File: src/hw/rca_defines.svh
// offsets, field positions, reset values and count limits of the calendar block
`ifndef RCA_DEFINES_SVH
`define RCA_DEFINES_SVH

// register indices; byte address is four times the index
`define RCA_IDX_SEC 8'he0
`define RCA_IDX_MIN 8'he1
`define RCA_IDX_HRS 8'he2
`define RCA_IDX_WDAY 8'he3
`define RCA_IDX_MDAY 8'he4
`define RCA_IDX_MON 8'he5
`define RCA_IDX_YR 8'he6
`define RCA_IDX_CEN 8'he7
`define RCA_IDX_ALARM_SECOND_ONES 8'he8
`define RCA_IDX_ALARM_MINUTE_ONES 8'he9
`define RCA_IDX_CTRL 8'hed

// control register fields
`define RCA_CTRL_UNLOCK 0
`define RCA_CTRL_BCD 1
`define RCA_CTRL_ALARM_SECOND_ONES_EN 2
`define RCA_CTRL_ALARM_MINUTE_ONES_EN 3
`define RCA_CTRL_ALARM 7
`define RCA_CTRL_RESET 8'h00

// legal ranges, binary and bcd forms
`define RCA_SEC_MAX_BIN 8'h3b
`define RCA_SEC_MAX_BCD 8'h59
`define RCA_HRS_MAX_BIN 8'h17
`define RCA_HRS_MAX_BCD 8'h23
`define RCA_WDAY_MAX 8'h07
`define RCA_MDAY_MAX_BIN 8'h1f
`define RCA_MDAY_MAX_BCD 8'h31
`define RCA_MON_MAX_BIN 8'h0c
`define RCA_MON_MAX_BCD 8'h12
`define RCA_YR_MAX_BIN 8'h63
`define RCA_YR_MAX_BCD 8'h99
`define RCA_MIN_ZERO 8'h00
`define RCA_MIN_ONE 8'h01

`endif

File: src/hw/rca_pkg.sv
// shared types of the calendar and alarm register block
package rca_pkg;
	typedef logic [7:0] rca_byte_t;
	typedef logic [7:0] rca_idx_t;
endpackage : rca_pkg

File: src/hw/rca_reg_if.sv
// register access strobes between the bus slave and the calendar core
`timescale 1ns/1ps
`default_nettype none
interface rca_reg_if;
	logic wr_stb;
	logic rd_stb;
	logic [7:0] idx;
	logic [7:0] wdata;
	logic [7:0] rdata;
	modport slave (output wr_stb, output rd_stb, output idx,
		output wdata, input rdata);
	modport core (input wr_stb, input rd_stb, input idx,
		input wdata, output rdata);
endinterface : rca_reg_if
`default_nettype wire

File: src/hw/rca_calendar.sv
// calendar count and first alarm set point registers of the real-time clock
`timescale 1ns/1ps
`default_nettype none
`include "rca_defines.svh"
module rca_calendar
	import rca_pkg::*;
(
	// clock and reset
	input wire logic clk_i,
	input wire logic rst_i,
	// one-second tick from the clock divider, same clock domain
	input wire logic tick_i,
	// wishbone slave
	input wire logic cyc_i,
	input wire logic stb_i,
	input wire logic we_i,
	input wire logic [9:0] adr_i,
	input wire logic [3:0] sel_i,
	input wire logic [31:0] dat_i,
	output logic [31:0] dat_o,
	output logic ack_o,
	// alarm condition level
	output logic alarm_o
);
	// ----------------------------------------------------------------
	// bus slave
	// ----------------------------------------------------------------
	rca_reg_if reg_if ();

	rca_wb_slave u_slave (
		.clk_i (clk_i),
		.rst_i (rst_i),
		.cyc_i (cyc_i),
		.stb_i (stb_i),
		.we_i (we_i),
		.adr_i (adr_i),
		.sel_i (sel_i),
		.dat_i (dat_i),
		.dat_o (dat_o),
		.ack_o (ack_o),
		.reg_if (reg_if.slave)
	);

	// ----------------------------------------------------------------
	// state
	// ----------------------------------------------------------------
	rca_byte_t sec_ff;
	rca_byte_t min_ff;
	rca_byte_t hrs_ff;
	logic [3:0] weekday_value_ff;
	rca_byte_t month_day_count_ff;
	rca_byte_t month_count_reg_ff;
	rca_byte_t year_count_reg_ff;
	rca_byte_t hundred_year_reg_ff;
	rca_byte_t alarm_second_point_ff;
	rca_byte_t alarm_minute_point_ff;
	logic unlock_ff;
	logic bcd_en_ff;
	logic alarm_second_ones_en_ff;
	logic alarm_minute_ones_en_ff;
	logic alarm_ff;
	logic cmp_req_ff;

	// ----------------------------------------------------------------
	// address decode
	// ----------------------------------------------------------------
	wire logic hit_sec;
	wire logic hit_min;
	wire logic hit_hrs;
	wire logic hit_wday;
	wire logic hit_mday;
	wire logic hit_mon;
	wire logic hit_yr;
	wire logic hit_cen;
	wire logic hit_alarm_second_ones;
	wire logic hit_alarm_minute_ones;
	wire logic hit_ctrl;
	wire logic cnt_wr;

	assign hit_sec = (reg_if.idx == `RCA_IDX_SEC);
	assign hit_min = (reg_if.idx == `RCA_IDX_MIN);
	assign hit_hrs = (reg_if.idx == `RCA_IDX_HRS);
	assign hit_wday = (reg_if.idx == `RCA_IDX_WDAY);
	assign hit_mday = (reg_if.idx == `RCA_IDX_MDAY);
	assign hit_mon = (reg_if.idx == `RCA_IDX_MON);
	assign hit_yr = (reg_if.idx == `RCA_IDX_YR);
	assign hit_cen = (reg_if.idx == `RCA_IDX_CEN);
	assign hit_alarm_second_ones = (reg_if.idx == `RCA_IDX_ALARM_SECOND_ONES);
	assign hit_alarm_minute_ones = (reg_if.idx == `RCA_IDX_ALARM_MINUTE_ONES);
	assign hit_ctrl = (reg_if.idx == `RCA_IDX_CTRL);

	// count writes pass only while unlocked; locked writes are dropped
	assign cnt_wr = reg_if.wr_stb & unlock_ff;

	// ----------------------------------------------------------------
	// write enables
	// ----------------------------------------------------------------
	wire logic wr_sec;
	wire logic wr_min;
	wire logic wr_hrs;
	wire logic wr_wday;
	wire logic wr_mday;
	wire logic wr_mon;
	wire logic wr_yr;
	wire logic wr_cen;
	wire logic wr_alarm_second_ones;
	wire logic wr_alarm_minute_ones;

	// count fields need the unlock; set points take a write at any time
	assign wr_sec = cnt_wr & hit_sec;
	assign wr_min = cnt_wr & hit_min;
	assign wr_hrs = cnt_wr & hit_hrs;
	assign wr_wday = cnt_wr & hit_wday;
	assign wr_mday = cnt_wr & hit_mday;
	assign wr_mon = cnt_wr & hit_mon;
	assign wr_yr = cnt_wr & hit_yr;
	assign wr_cen = cnt_wr & hit_cen;
	assign wr_alarm_second_ones = reg_if.wr_stb & hit_alarm_second_ones;
	assign wr_alarm_minute_ones = reg_if.wr_stb & hit_alarm_minute_ones;

	// ----------------------------------------------------------------
	// count chain
	// ----------------------------------------------------------------
	wire logic advance;
	wire logic c_sec;
	wire logic c_min;
	wire logic c_hrs;
	wire logic c_mday;
	wire logic c_mon;
	wire logic c_yr;
	wire logic [7:0] wday_cur;
	wire logic [7:0] nxt_sec;
	wire logic [7:0] nxt_min;
	wire logic [7:0] nxt_hrs;
	wire logic [7:0] nxt_wday;
	wire logic [7:0] nxt_mday;
	wire logic [7:0] nxt_mon;
	wire logic [7:0] nxt_yr;
	wire logic [7:0] nxt_cen;

	// counting halts while unlocked so software can set the time
	assign advance = tick_i & !unlock_ff;
	assign wday_cur = {4'h0, weekday_value_ff};

	// seconds and minutes share limits; the carry walks the chain
	rca_step u_sec (
		.cur_i (sec_ff), .bcd_i (bcd_en_ff), .inc_i (advance),
		.min_i (`RCA_MIN_ZERO), .max_bin_i (`RCA_SEC_MAX_BIN),
		.max_bcd_i (`RCA_SEC_MAX_BCD), .nxt_o (nxt_sec), .carry_o (c_sec)
	);
	rca_step u_min (
		.cur_i (min_ff), .bcd_i (bcd_en_ff), .inc_i (c_sec),
		.min_i (`RCA_MIN_ZERO), .max_bin_i (`RCA_SEC_MAX_BIN),
		.max_bcd_i (`RCA_SEC_MAX_BCD), .nxt_o (nxt_min), .carry_o (c_min)
	);
	rca_step u_hrs (
		.cur_i (hrs_ff), .bcd_i (bcd_en_ff), .inc_i (c_min),
		.min_i (`RCA_MIN_ZERO), .max_bin_i (`RCA_HRS_MAX_BIN),
		.max_bcd_i (`RCA_HRS_MAX_BCD), .nxt_o (nxt_hrs), .carry_o (c_hrs)
	);
	// weekday: 1 to 7 in both formats
	rca_step u_wday (
		.cur_i (wday_cur), .bcd_i (bcd_en_ff), .inc_i (c_hrs),
		.min_i (`RCA_MIN_ONE), .max_bin_i (`RCA_WDAY_MAX),
		.max_bcd_i (`RCA_WDAY_MAX), .nxt_o (nxt_wday), .carry_o ()
	);
	// day of month starts at one and wraps to one
	rca_step u_mday (
		.cur_i (month_day_count_ff), .bcd_i (bcd_en_ff),
		.inc_i (c_hrs), .min_i (`RCA_MIN_ONE),
		.max_bin_i (`RCA_MDAY_MAX_BIN), .max_bcd_i (`RCA_MDAY_MAX_BCD),
		.nxt_o (nxt_mday), .carry_o (c_mday)
	);
	rca_step u_mon (
		.cur_i (month_count_reg_ff), .bcd_i (bcd_en_ff),
		.inc_i (c_mday), .min_i (`RCA_MIN_ONE),
		.max_bin_i (`RCA_MON_MAX_BIN), .max_bcd_i (`RCA_MON_MAX_BCD),
		.nxt_o (nxt_mon), .carry_o (c_mon)
	);
	rca_step u_yr (
		.cur_i (year_count_reg_ff), .bcd_i (bcd_en_ff),
		.inc_i (c_mon), .min_i (`RCA_MIN_ZERO),
		.max_bin_i (`RCA_YR_MAX_BIN), .max_bcd_i (`RCA_YR_MAX_BCD),
		.nxt_o (nxt_yr), .carry_o (c_yr)
	);
	rca_step u_cen (
		.cur_i (hundred_year_reg_ff), .bcd_i (bcd_en_ff),
		.inc_i (c_yr), .min_i (`RCA_MIN_ZERO),
		.max_bin_i (`RCA_YR_MAX_BIN), .max_bcd_i (`RCA_YR_MAX_BCD),
		.nxt_o (nxt_cen), .carry_o ()
	);

	// ----------------------------------------------------------------
	// count registers: no reset, so time survives a system reset
	// ----------------------------------------------------------------
	// writes and advance never meet: writes need unlock, advance needs lock
	always_ff @(posedge clk_i) begin
		sec_ff <= wr_sec ? reg_if.wdata : nxt_sec;
		min_ff <= wr_min ? reg_if.wdata : nxt_min;
		hrs_ff <= wr_hrs ? reg_if.wdata : nxt_hrs;
	end

	// only the low nibble of weekday is stored
	always_ff @(posedge clk_i) begin
		if (wr_wday) weekday_value_ff <= reg_if.wdata[3:0];
		else weekday_value_ff <= nxt_wday[3:0];
	end

	// day of month: a written value is kept as is, never corrected
	always_ff @(posedge clk_i) begin
		if (wr_mday) month_day_count_ff <= reg_if.wdata;
		else month_day_count_ff <= nxt_mday;
	end

	// month
	always_ff @(posedge clk_i) begin
		if (wr_mon) month_count_reg_ff <= reg_if.wdata;
		else month_count_reg_ff <= nxt_mon;
	end

	// year
	always_ff @(posedge clk_i) begin
		if (wr_yr) year_count_reg_ff <= reg_if.wdata;
		else year_count_reg_ff <= nxt_yr;
	end

	// century: steps only on the year carry
	always_ff @(posedge clk_i) begin
		if (wr_cen) hundred_year_reg_ff <= reg_if.wdata;
		else hundred_year_reg_ff <= nxt_cen;
	end

	// ----------------------------------------------------------------
	// alarm set points: writable at any time, kept through reset
	// ----------------------------------------------------------------
	// the value is stored as written; the format bit decides its meaning
	always_ff @(posedge clk_i) begin
		if (wr_alarm_second_ones)
			alarm_second_point_ff <= reg_if.wdata;
	end

	// alarm minutes set point
	always_ff @(posedge clk_i) begin
		if (wr_alarm_minute_ones)
			alarm_minute_point_ff <= reg_if.wdata;
	end

	// ----------------------------------------------------------------
	// control register
	// ----------------------------------------------------------------
	wire logic ctrl_wr;
	wire logic lock_cmp;

	assign ctrl_wr = reg_if.wr_stb & hit_ctrl;
	// writing zero to unlock forces a compare, whatever its old value
	assign lock_cmp = ctrl_wr & !reg_if.wdata[`RCA_CTRL_UNLOCK];

	// reset leaves the counts locked and alarms disabled
	always_ff @(posedge clk_i) begin
		if (rst_i) begin
			unlock_ff <= 1'b0;
			bcd_en_ff <= 1'b0;
			alarm_second_ones_en_ff <= 1'b0;
			alarm_minute_ones_en_ff <= 1'b0;
		end else if (ctrl_wr) begin
			unlock_ff <= reg_if.wdata[`RCA_CTRL_UNLOCK];
			bcd_en_ff <= reg_if.wdata[`RCA_CTRL_BCD];
			alarm_second_ones_en_ff <= reg_if.wdata[`RCA_CTRL_ALARM_SECOND_ONES_EN];
			alarm_minute_ones_en_ff <= reg_if.wdata[`RCA_CTRL_ALARM_MINUTE_ONES_EN];
		end
	end

	// ----------------------------------------------------------------
	// alarm compare
	// ----------------------------------------------------------------
	wire logic any_en;
	wire logic sec_ok;
	wire logic min_ok;
	wire logic match;
	wire logic flag_clr;

	// compare in the cycle after the advance or lock write, on the new value
	assign any_en = alarm_second_ones_en_ff | alarm_minute_ones_en_ff;
	assign sec_ok = !alarm_second_ones_en_ff | (sec_ff == alarm_second_point_ff);
	assign min_ok = !alarm_minute_ones_en_ff | (min_ff == alarm_minute_point_ff);
	assign match = cmp_req_ff & any_en & sec_ok & min_ok;
	assign flag_clr = reg_if.rd_stb & hit_ctrl;

	// a new match wins over a read that clears the flag in the same cycle
	always_ff @(posedge clk_i) begin
		if (rst_i) begin
			cmp_req_ff <= 1'b0;
			alarm_ff <= 1'b0;
		end else begin
			cmp_req_ff <= advance | lock_cmp;
			if (match) alarm_ff <= 1'b1;
			else if (flag_clr) alarm_ff <= 1'b0;
		end
	end

	assign alarm_o = alarm_ff;

	// ----------------------------------------------------------------
	// read back
	// ----------------------------------------------------------------
	wire logic [7:0] ctrl_rd;

	assign ctrl_rd = {alarm_ff, 3'b000, alarm_minute_ones_en_ff, alarm_second_ones_en_ff,
		bcd_en_ff, unlock_ff};

	// unmapped indices read as zero and ignore writes
	assign reg_if.rdata =
		({8{hit_sec}} & sec_ff) |
		({8{hit_min}} & min_ff) |
		({8{hit_hrs}} & hrs_ff) |
		({8{hit_wday}} & {4'h0, weekday_value_ff}) |
		({8{hit_mday}} & month_day_count_ff) |
		({8{hit_mon}} & month_count_reg_ff) |
		({8{hit_yr}} & year_count_reg_ff) |
		({8{hit_cen}} & hundred_year_reg_ff) |
		({8{hit_alarm_second_ones}} & alarm_second_point_ff) |
		({8{hit_alarm_minute_ones}} & alarm_minute_point_ff) |
		({8{hit_ctrl}} & ctrl_rd);
endmodule : rca_calendar
`default_nettype wire

File: src/hw/rca_step.sv
// one calendar field: advance by one in bcd or binary, wrap at its limit
`timescale 1ns/1ps
`default_nettype none
module rca_step
	import rca_pkg::*;
(
	// field value and format
	input wire logic [7:0] cur_i,
	input wire logic bcd_i,
	input wire logic inc_i,
	// limits of the field
	input wire logic [7:0] min_i,
	input wire logic [7:0] max_bin_i,
	input wire logic [7:0] max_bcd_i,
	// result
	output logic [7:0] nxt_o,
	output logic carry_o
);
	wire logic [7:0] max_sel;
	wire logic at_max;
	wire logic [7:0] bin_inc;
	wire logic [7:0] bcd_inc;

	// bcd ones roll into tens at nine; out of range values still move on
	assign max_sel = bcd_i ? max_bcd_i : max_bin_i;
	assign at_max = (cur_i == max_sel);
	assign bin_inc = cur_i + 8'h01;
	assign bcd_inc = (cur_i[3:0] >= 4'h9) ?
		{cur_i[7:4] + 4'h1, 4'h0} : {cur_i[7:4], cur_i[3:0] + 4'h1};
	assign nxt_o = !inc_i ? cur_i : at_max ? min_i :
		(bcd_i ? bcd_inc : bin_inc);
	assign carry_o = inc_i & at_max;
endmodule : rca_step
`default_nettype wire

File: src/hw/rca_wb_slave.sv
// classic wishbone slave: one-cycle access strobe, registered ack and data
`timescale 1ns/1ps
`default_nettype none
module rca_wb_slave
	import rca_pkg::*;
(
	// clock and reset
	input wire logic clk_i,
	input wire logic rst_i,
	// wishbone
	input wire logic cyc_i,
	input wire logic stb_i,
	input wire logic we_i,
	input wire logic [9:0] adr_i,
	input wire logic [3:0] sel_i,
	input wire logic [31:0] dat_i,
	output logic [31:0] dat_o,
	output logic ack_o,
	// core side
	rca_reg_if.slave reg_if
);
	logic ack_ff;
	logic [7:0] rd_ff;
	wire logic req;

	// one access per request; ack drops the cycle after it was given
	assign req = cyc_i & stb_i & !ack_ff;
	assign reg_if.wr_stb = req & we_i & sel_i[0];
	assign reg_if.rd_stb = req & !we_i;
	assign reg_if.idx = adr_i[9:2];
	assign reg_if.wdata = dat_i[7:0];
	assign ack_o = ack_ff;
	assign dat_o = {24'h000000, rd_ff};

	// ack and read data both come from flops
	always_ff @(posedge clk_i) begin
		if (rst_i) begin
			ack_ff <= 1'b0;
			rd_ff <= 8'h00;
		end else begin
			ack_ff <= req;
			if (reg_if.rd_stb) rd_ff <= reg_if.rdata;
		end
	end
endmodule : rca_wb_slave
`default_nettype wire

File: config.mk
export PLATFORM = sky130hd
export DESIGN_NAME = rca_calendar
export DESIGN_NICKNAME = d
export VERILOG_FILES = /design/src/hw/rca_pkg.sv /design/src/hw/rca_reg_if.sv /design/src/hw/rca_calendar.sv /design/src/hw/rca_step.sv /design/src/hw/rca_wb_slave.sv
export VERILOG_INCLUDE_DIRS = /design/src /design/src/hw
export SDC_FILE = /design/constraint.sdc
export NUM_CORES = 1
export LEC_CHECK = 0
export BUFFER_PORTS_ARGS = -buffer_cell sky130_fd_sc_hd__buf_2
export CAP_MARGIN = 40
export CORE_ASPECT_RATIO = 0.6
export CORE_MARGIN = 3
export CORE_UTILIZATION = 35
export CTS_CLUSTER_SIZE = 20
export DETAILED_ROUTE_END_ITERATION = 16
export PLACE_DENSITY = 0.61
export REMOVE_ABC_BUFFERS = 1
export SLEW_MARGIN = 5
export SYNTH_ARGS = -nofsm -noshare
export SYNTH_HDL_FRONTEND = slang
export SYNTH_SLANG_ARGS = --single-unit
File: constraint.sdc
create_clock -name clk_i -period 7 [get_ports clk_i]
set_input_delay 0.7 -clock clk_i [delete_from_list [all_inputs] [get_ports clk_i]]
set_output_delay 0.7 -clock clk_i [all_outputs]
set_load 0.005 [all_outputs]
Yosys cells after proc, flatten, opt, wreduce, memory -nomap -nowiden --
Index checks and enable logic that the tools add are counted.
Storage, ports and cells: RAM bits 0, register bits 91, ROM bits 0, output and inout port bits 34, memories 0, input port bits 52, logic and storage cells 207, latch bits 0
Cells by class: div/mod/pow operators 0, bitwise operators 54, reduce and logical (&&, ||, !) cells 22, mux-type cells 47, equal/unequal tests 28, $add $sub $neg 23, $mul 0, magnitude comparators 8, shift operators 0
Operators with widths (count):
- $mux W8 | 36
- $eq A8 B8 Y1 const B | 11
- $and A8 B8 Y8 | 10
- $or A8 B8 Y8 | 10
- $eq A8 B8 Y1 | 9
- $add A4 B1 Y4 const B | 16
- $add A8 B1 Y8 const B | 7
- $ge A4 B4 Y1 const B | 8
- $and A1 B1 Y1 | 29
- $ne A4 B1 Y1 const B | 7
- $mux W4 | 5
- $reduce_bool A2 Y1 | 9
- $reduce_and A2 Y1 | 7
- $mux W6 | 2
- $and A8 B4 Y8 | 1
- $mux W7 | 1
- $logic_not A1 Y1 | 6
- $mux W5 | 1
- $eq A4 B3 Y1 const B | 1
- $or A1 B1 Y1 | 4
- $mux W1 | 2

Logic depth before layout (Yosys ltp) --
depth in word-level cells 12, gate-level depth with buffers 8, depth with buffers taken out 7

By module --
From an unflattened synthesis, not the netlist that was laid out.
Unflattened totals: cell total of the unflattened synthesis 1061, area total of the unflattened synthesis 9685.5 µm²
Modules (own cells, without submodules):
- rca_step | sequential area each 0.0 µm², times used 8, area each 655.6 µm², cells each 82
- rca_calendar | sequential area each 1801.7 µm², times used 1, area each 3731.1 µm², cells each 324
- rca_wb_slave | sequential area each 180.2 µm², times used 1, area each 709.4 µm², cells each 81

Least setup slack after synthesis --
Ideal clock, no wire load.
path kind in2reg, start point in adr_i[4], end point reg year_count_reg_ff[4] (enable), library setup time 0.337 ns, required time 6.663 ns, buffers on the path 2, setup slack 4.510 ns, stages 6, arrival 2.153 ns, cell sequence buf_2 > nor2b_1 > nand2_1 > nor3_1 > clkbuf_1 > o21bai_1
Between the ends: word-level cells in the longest chain between the ends 4, elaborated cells on any way between the ends 5, those cells by class 2 x eq/ne; 1 x bitwise; 2 x reduce/logical
Ends and longest elaborated chain:
- start: declaration | line rca_calendar.sv:17 | input wire logic [9:0] adr_i,
- $eq A8 B8 Y1 (no line) (*)
- $and A1 B1 Y1 (*) | line rca_calendar.sv:116 | assign wr_yr = cnt_wr & hit_yr;
- $ne A4 B1 Y1 (no line) / $reduce_bool A2 Y1 (equally long branches)
- $reduce_and A2 Y1 (no line) (*)
- end signal: assignment | line rca_calendar.sv:223 | if (wr_yr) year_count_reg_ff <= reg_if.wdata;
- end signal: assignment | line rca_calendar.sv:224 | else year_count_reg_ff <= nxt_yr;
- end: declaration | line rca_calendar.sv:53 | rca_byte_t year_count_reg_ff;
Every way passes the cells marked *; elsewhere a longest branch is shown, timed or not. A chain may end at the register's enable or synchronous reset.

Worst setup path after layout --
start point reg sec_ff[1], end point reg hundred_year_reg_ff[2] (enable)
Between the ends: word-level cells in the longest chain between the ends 8
Ends and longest elaborated chain:
- start: declaration | line rca_calendar.sv:47 | rca_byte_t sec_ff;
- start signal: assignment | line rca_calendar.sv:198 | sec_ff <= wr_sec ? reg_if.wdata : nxt_sec;
- $eq A8 B8 Y1 | line rca_step.sv:26 | assign at_max = (cur_i == max_sel);
- $and A1 B1 Y1 (6 in a row) | line rca_step.sv:32 | assign carry_o = inc_i & at_max;
- $reduce_bool A2 Y1 (no line)
- end signal: assignment | line rca_calendar.sv:229 | if (wr_cen) hundred_year_reg_ff <= reg_if.wdata;
- end signal: assignment | line rca_calendar.sv:230 | else hundred_year_reg_ff <= nxt_cen;
- end: declaration | line rca_calendar.sv:54 | rca_byte_t hundred_year_reg_ff;
Every way passes these cells.

==> run metrics <==
DR pass1 iterations 5; Slew headroom 36.8%; vias in the first global route 5360; Crit path max-delay family compound AO/OA/AOI/OAI gates; Die Ht 115 um; Ports 86; Synth-to-Final Area Change 8.78%; reg2reg start sec_ff[1]; clock latency on the worst-skew pair 360 ps; Final Max Slew Viols 0; Final HPWL DP 16000 um; Initial DRC Count 788; CP Buf/Inv Count 0; Post-synth ARST share 0%; number of enable flip-flop cells after synthesis 76; skew final 15.0 ps; Antenna Cells 0; via count 5946; max layer used met4; Post-Syn Instances 755; wire length on met3 2670 um; most frequent cells in the layout 85 x nand2_1, 76 x edfxtp_1, 46 x nor2_1; DRC 0; full die area 21400 um^2; synthesized area 6880 um^2; crit path launch sec_ff[1]; antenna violations before repair 0; Peak VDD IR 0.124 mV; setup bufs post-CTS 0; drt wl/cell 21.0 um; sequential share of the synthesized area 37.5%; clock-pin slew on the worst setup and hold paths 70 ps; root buffer cell clkbuf_16; cell area power density 160 nW/um^2; Fill cells 1927; Distinct cells, synth 74; Hold Crit Class reg -> reg; Critical Path RT 6990 ps; final period utilization 42.4%; vias per cell 5.73; Worst Path Max Fanout 8; worst setup margin 4030 ps; WP data arrival 2960 ps; Routed WL 21800 um; register bit total from synthesis 91; Initial Util 35.9%; routed wl met2 8010 um; yosys warns 0; total CTS buffers 9; setup total negative slack 0 ps; overall routing resource usage 20.5%; WS Path Type reg -> reg; Max-Cap Viols 0; first-pass GRT wire length 33200 um; die width 187 um; fmax 0.337 GHz; pre-CTS WS 4020 ps; top_reg_cell synth edfxtp_1; Clock Sinks 91; CP max-delay cell edfxtp_1; core area 19200 um^2; design area 7490 um^2; Final ANT Viol Nets 0; placed inst area 7200 um^2; post-CTS sizing 0; Total Nets Final 850; leading cell type in the layout, fill and taps excluded nand2_1; Final Util 39.0%; crit-path cells or3b_1 -> a2111o_1 -> nor4b_4 -> nand3_2 -> o21bai_1; grt ovf 0; final hold violations 0; GP Congestion 0.971; hold_sp u_slave.ack_o; port bufs 32; Max Root-Sink Buffers 2; RSZ-0062 raised after global routing false; startpoint types flip-flop; Worst Tran Pin Value 944 ps; endpoints failing setup 0; layout cells sized above 1 10.4%; status finished clean; syn_area_per_cell 9.12 um^2; TritonCTS clock tree built; # H-tree levels 3; largest net degree at the start of global routing 52; CP peak stage delay 580 ps; CP Capture Type flip-flop; min Tclk post-route 2970 ps; row count 39; met1 wire length 10900 um; Post-CTS Hold Fix Bufs 0; LEAKAGE 2.74 nW
## cell usage after synthesis, drive strengths merged (4+ instances only)
| master | n | share of area, % |
|---|---|---|
| a31oi | 9 | 0.82 |
| and4 | 6 | 0.76 |
| inv | 28 | 1.5 |
| xnor2 | 37 | 4.7 |
| nand2b | 13 | 1.2 |
| nor2b | 14 | 1.3 |
| clkbuf | 32 | 1.7 |
| nor4bb | 6 | 0.87 |
| o31ai | 13 | 1.4 |
| nor3 | 27 | 2.0 |
| nand3 | 32 | 2.4 |
| o21ai | 43 | 3.1 |
| dfxtp | 15 | 4.4 |
| a21o | 8 | 0.87 |
| o211ai | 6 | 0.73 |
| buf | 36 | 3.4 |
| mux2i | 23 | 3.3 |
| or3 | 5 | 0.45 |
| edfxtp | 76 | 33 |
| nand4 | 12 | 1.1 |
| ha | 31 | 5.6 |
| mux2 | 7 | 1.1 |
| or3b | 4 | 0.51 |
| xor2 | 15 | 1.9 |
| o22ai | 6 | 0.55 |
| and3 | 8 | 0.75 |
| a22oi | 8 | 0.87 |
| nand2 | 85 | 4.6 |
| nor2 | 46 | 2.5 |
| a211oi | 4 | 0.44 |
| a221oi | 6 | 0.76 |
| a22o | 15 | 1.9 |
| a21oi | 21 | 1.5 |
| o21bai | 5 | 0.55 |
## logic make-up (layout without fill, tap and decap cells)
logic type | Yosys count | in the layout | synth area share (%)
XOR/XNOR | 52 | 52 | 6.62
AO/OA/AOI/OAI | 174 | 174 | 17.7
multiplexers | 31 | 31 | 4.82
adder cells (fa/ha/maj) | 31 | 31 | 5.63
flip-flops | 91 | 91 | 37.5
buffers and inverters | 97 | 91 | 6.76
AND/OR/NAND/NOR | 278 | 278 | 20.9
other | 1 | 24 | 0.0545
## flip-flops by register name, summed over array words and instances, names as in the netlist
name,count
u_slave.ack_o,1
alarm_o,1
hundred_year_reg_ff,8
weekday_value_ff,4
alarm_minute_point_ff,8
u_slave.rd_ff,8
alarm_second_point_ff,8
alarm_second_ones_en_ff,1
bcd_en_ff,1
min_ff,8
unlock_ff,1
month_day_count_ff,8
alarm_minute_ones_en_ff,1
month_count_reg_ff,8
hrs_ff,8
cmp_req_ff,1
year_count_reg_ff,8
sec_ff,8
## through the flow
| stage | hold slack [ps] | instances | total power [W] |
|---|---|---|---|
| 3_3_place_gp | 451 | 1017 | 0.000709 |
| 4_1_cts | 467 | 1038 | 0.00120 |
| 5_1_grt | 495 | 1038 | 0.00124 |
| 6_report | 462 | 1038 | 0.00120 |
| 2_1_floorplan | 460 | 710 | 0.000659 |
| 3_5_place_dp | 463 | 1022 | 0.000710 |
## final timing paths
kind	slack, ps	depth (start not counted)	end
setup / recovery	4030	5	hundred_year_reg_ff[2]
hold / removal	460	1	u_slave.ack_o
hold reg to reg	460	1	u_slave.ack_o
setup reg to reg	4030	5	hundred_year_reg_ff[2]
## power by group
group	total [W]	internal (W)	switching [W]
sequential	0.000605	0.000590	0.0000155
clock	0.000497	0.000286	0.000211
combinational	0.0000964	0.0000342	0.0000623
## cell type report
class	instances	area (um^2)	area share [%]
Clock buffer	13	250	3.34
Clock inverter	3	40.0	0.535
Inverter	29	109	1.45
Multi-Input combinational cell	590	3920	52.4
Sequential cell	91	2580	34.5
Tap cell	266	333	4.44
Timing Repair Buffer	46	251	3.36
## routing by layer
metal | up-vias | GRT usage, %
li1 | 2768 | -
met1 | 2814 | 32.7
met2 | 340 | 25.9
met3 | 24 | 6.42
met4 | 0 | 4.33
met5 | - | 0
Power figures use the tool's default switching activity.
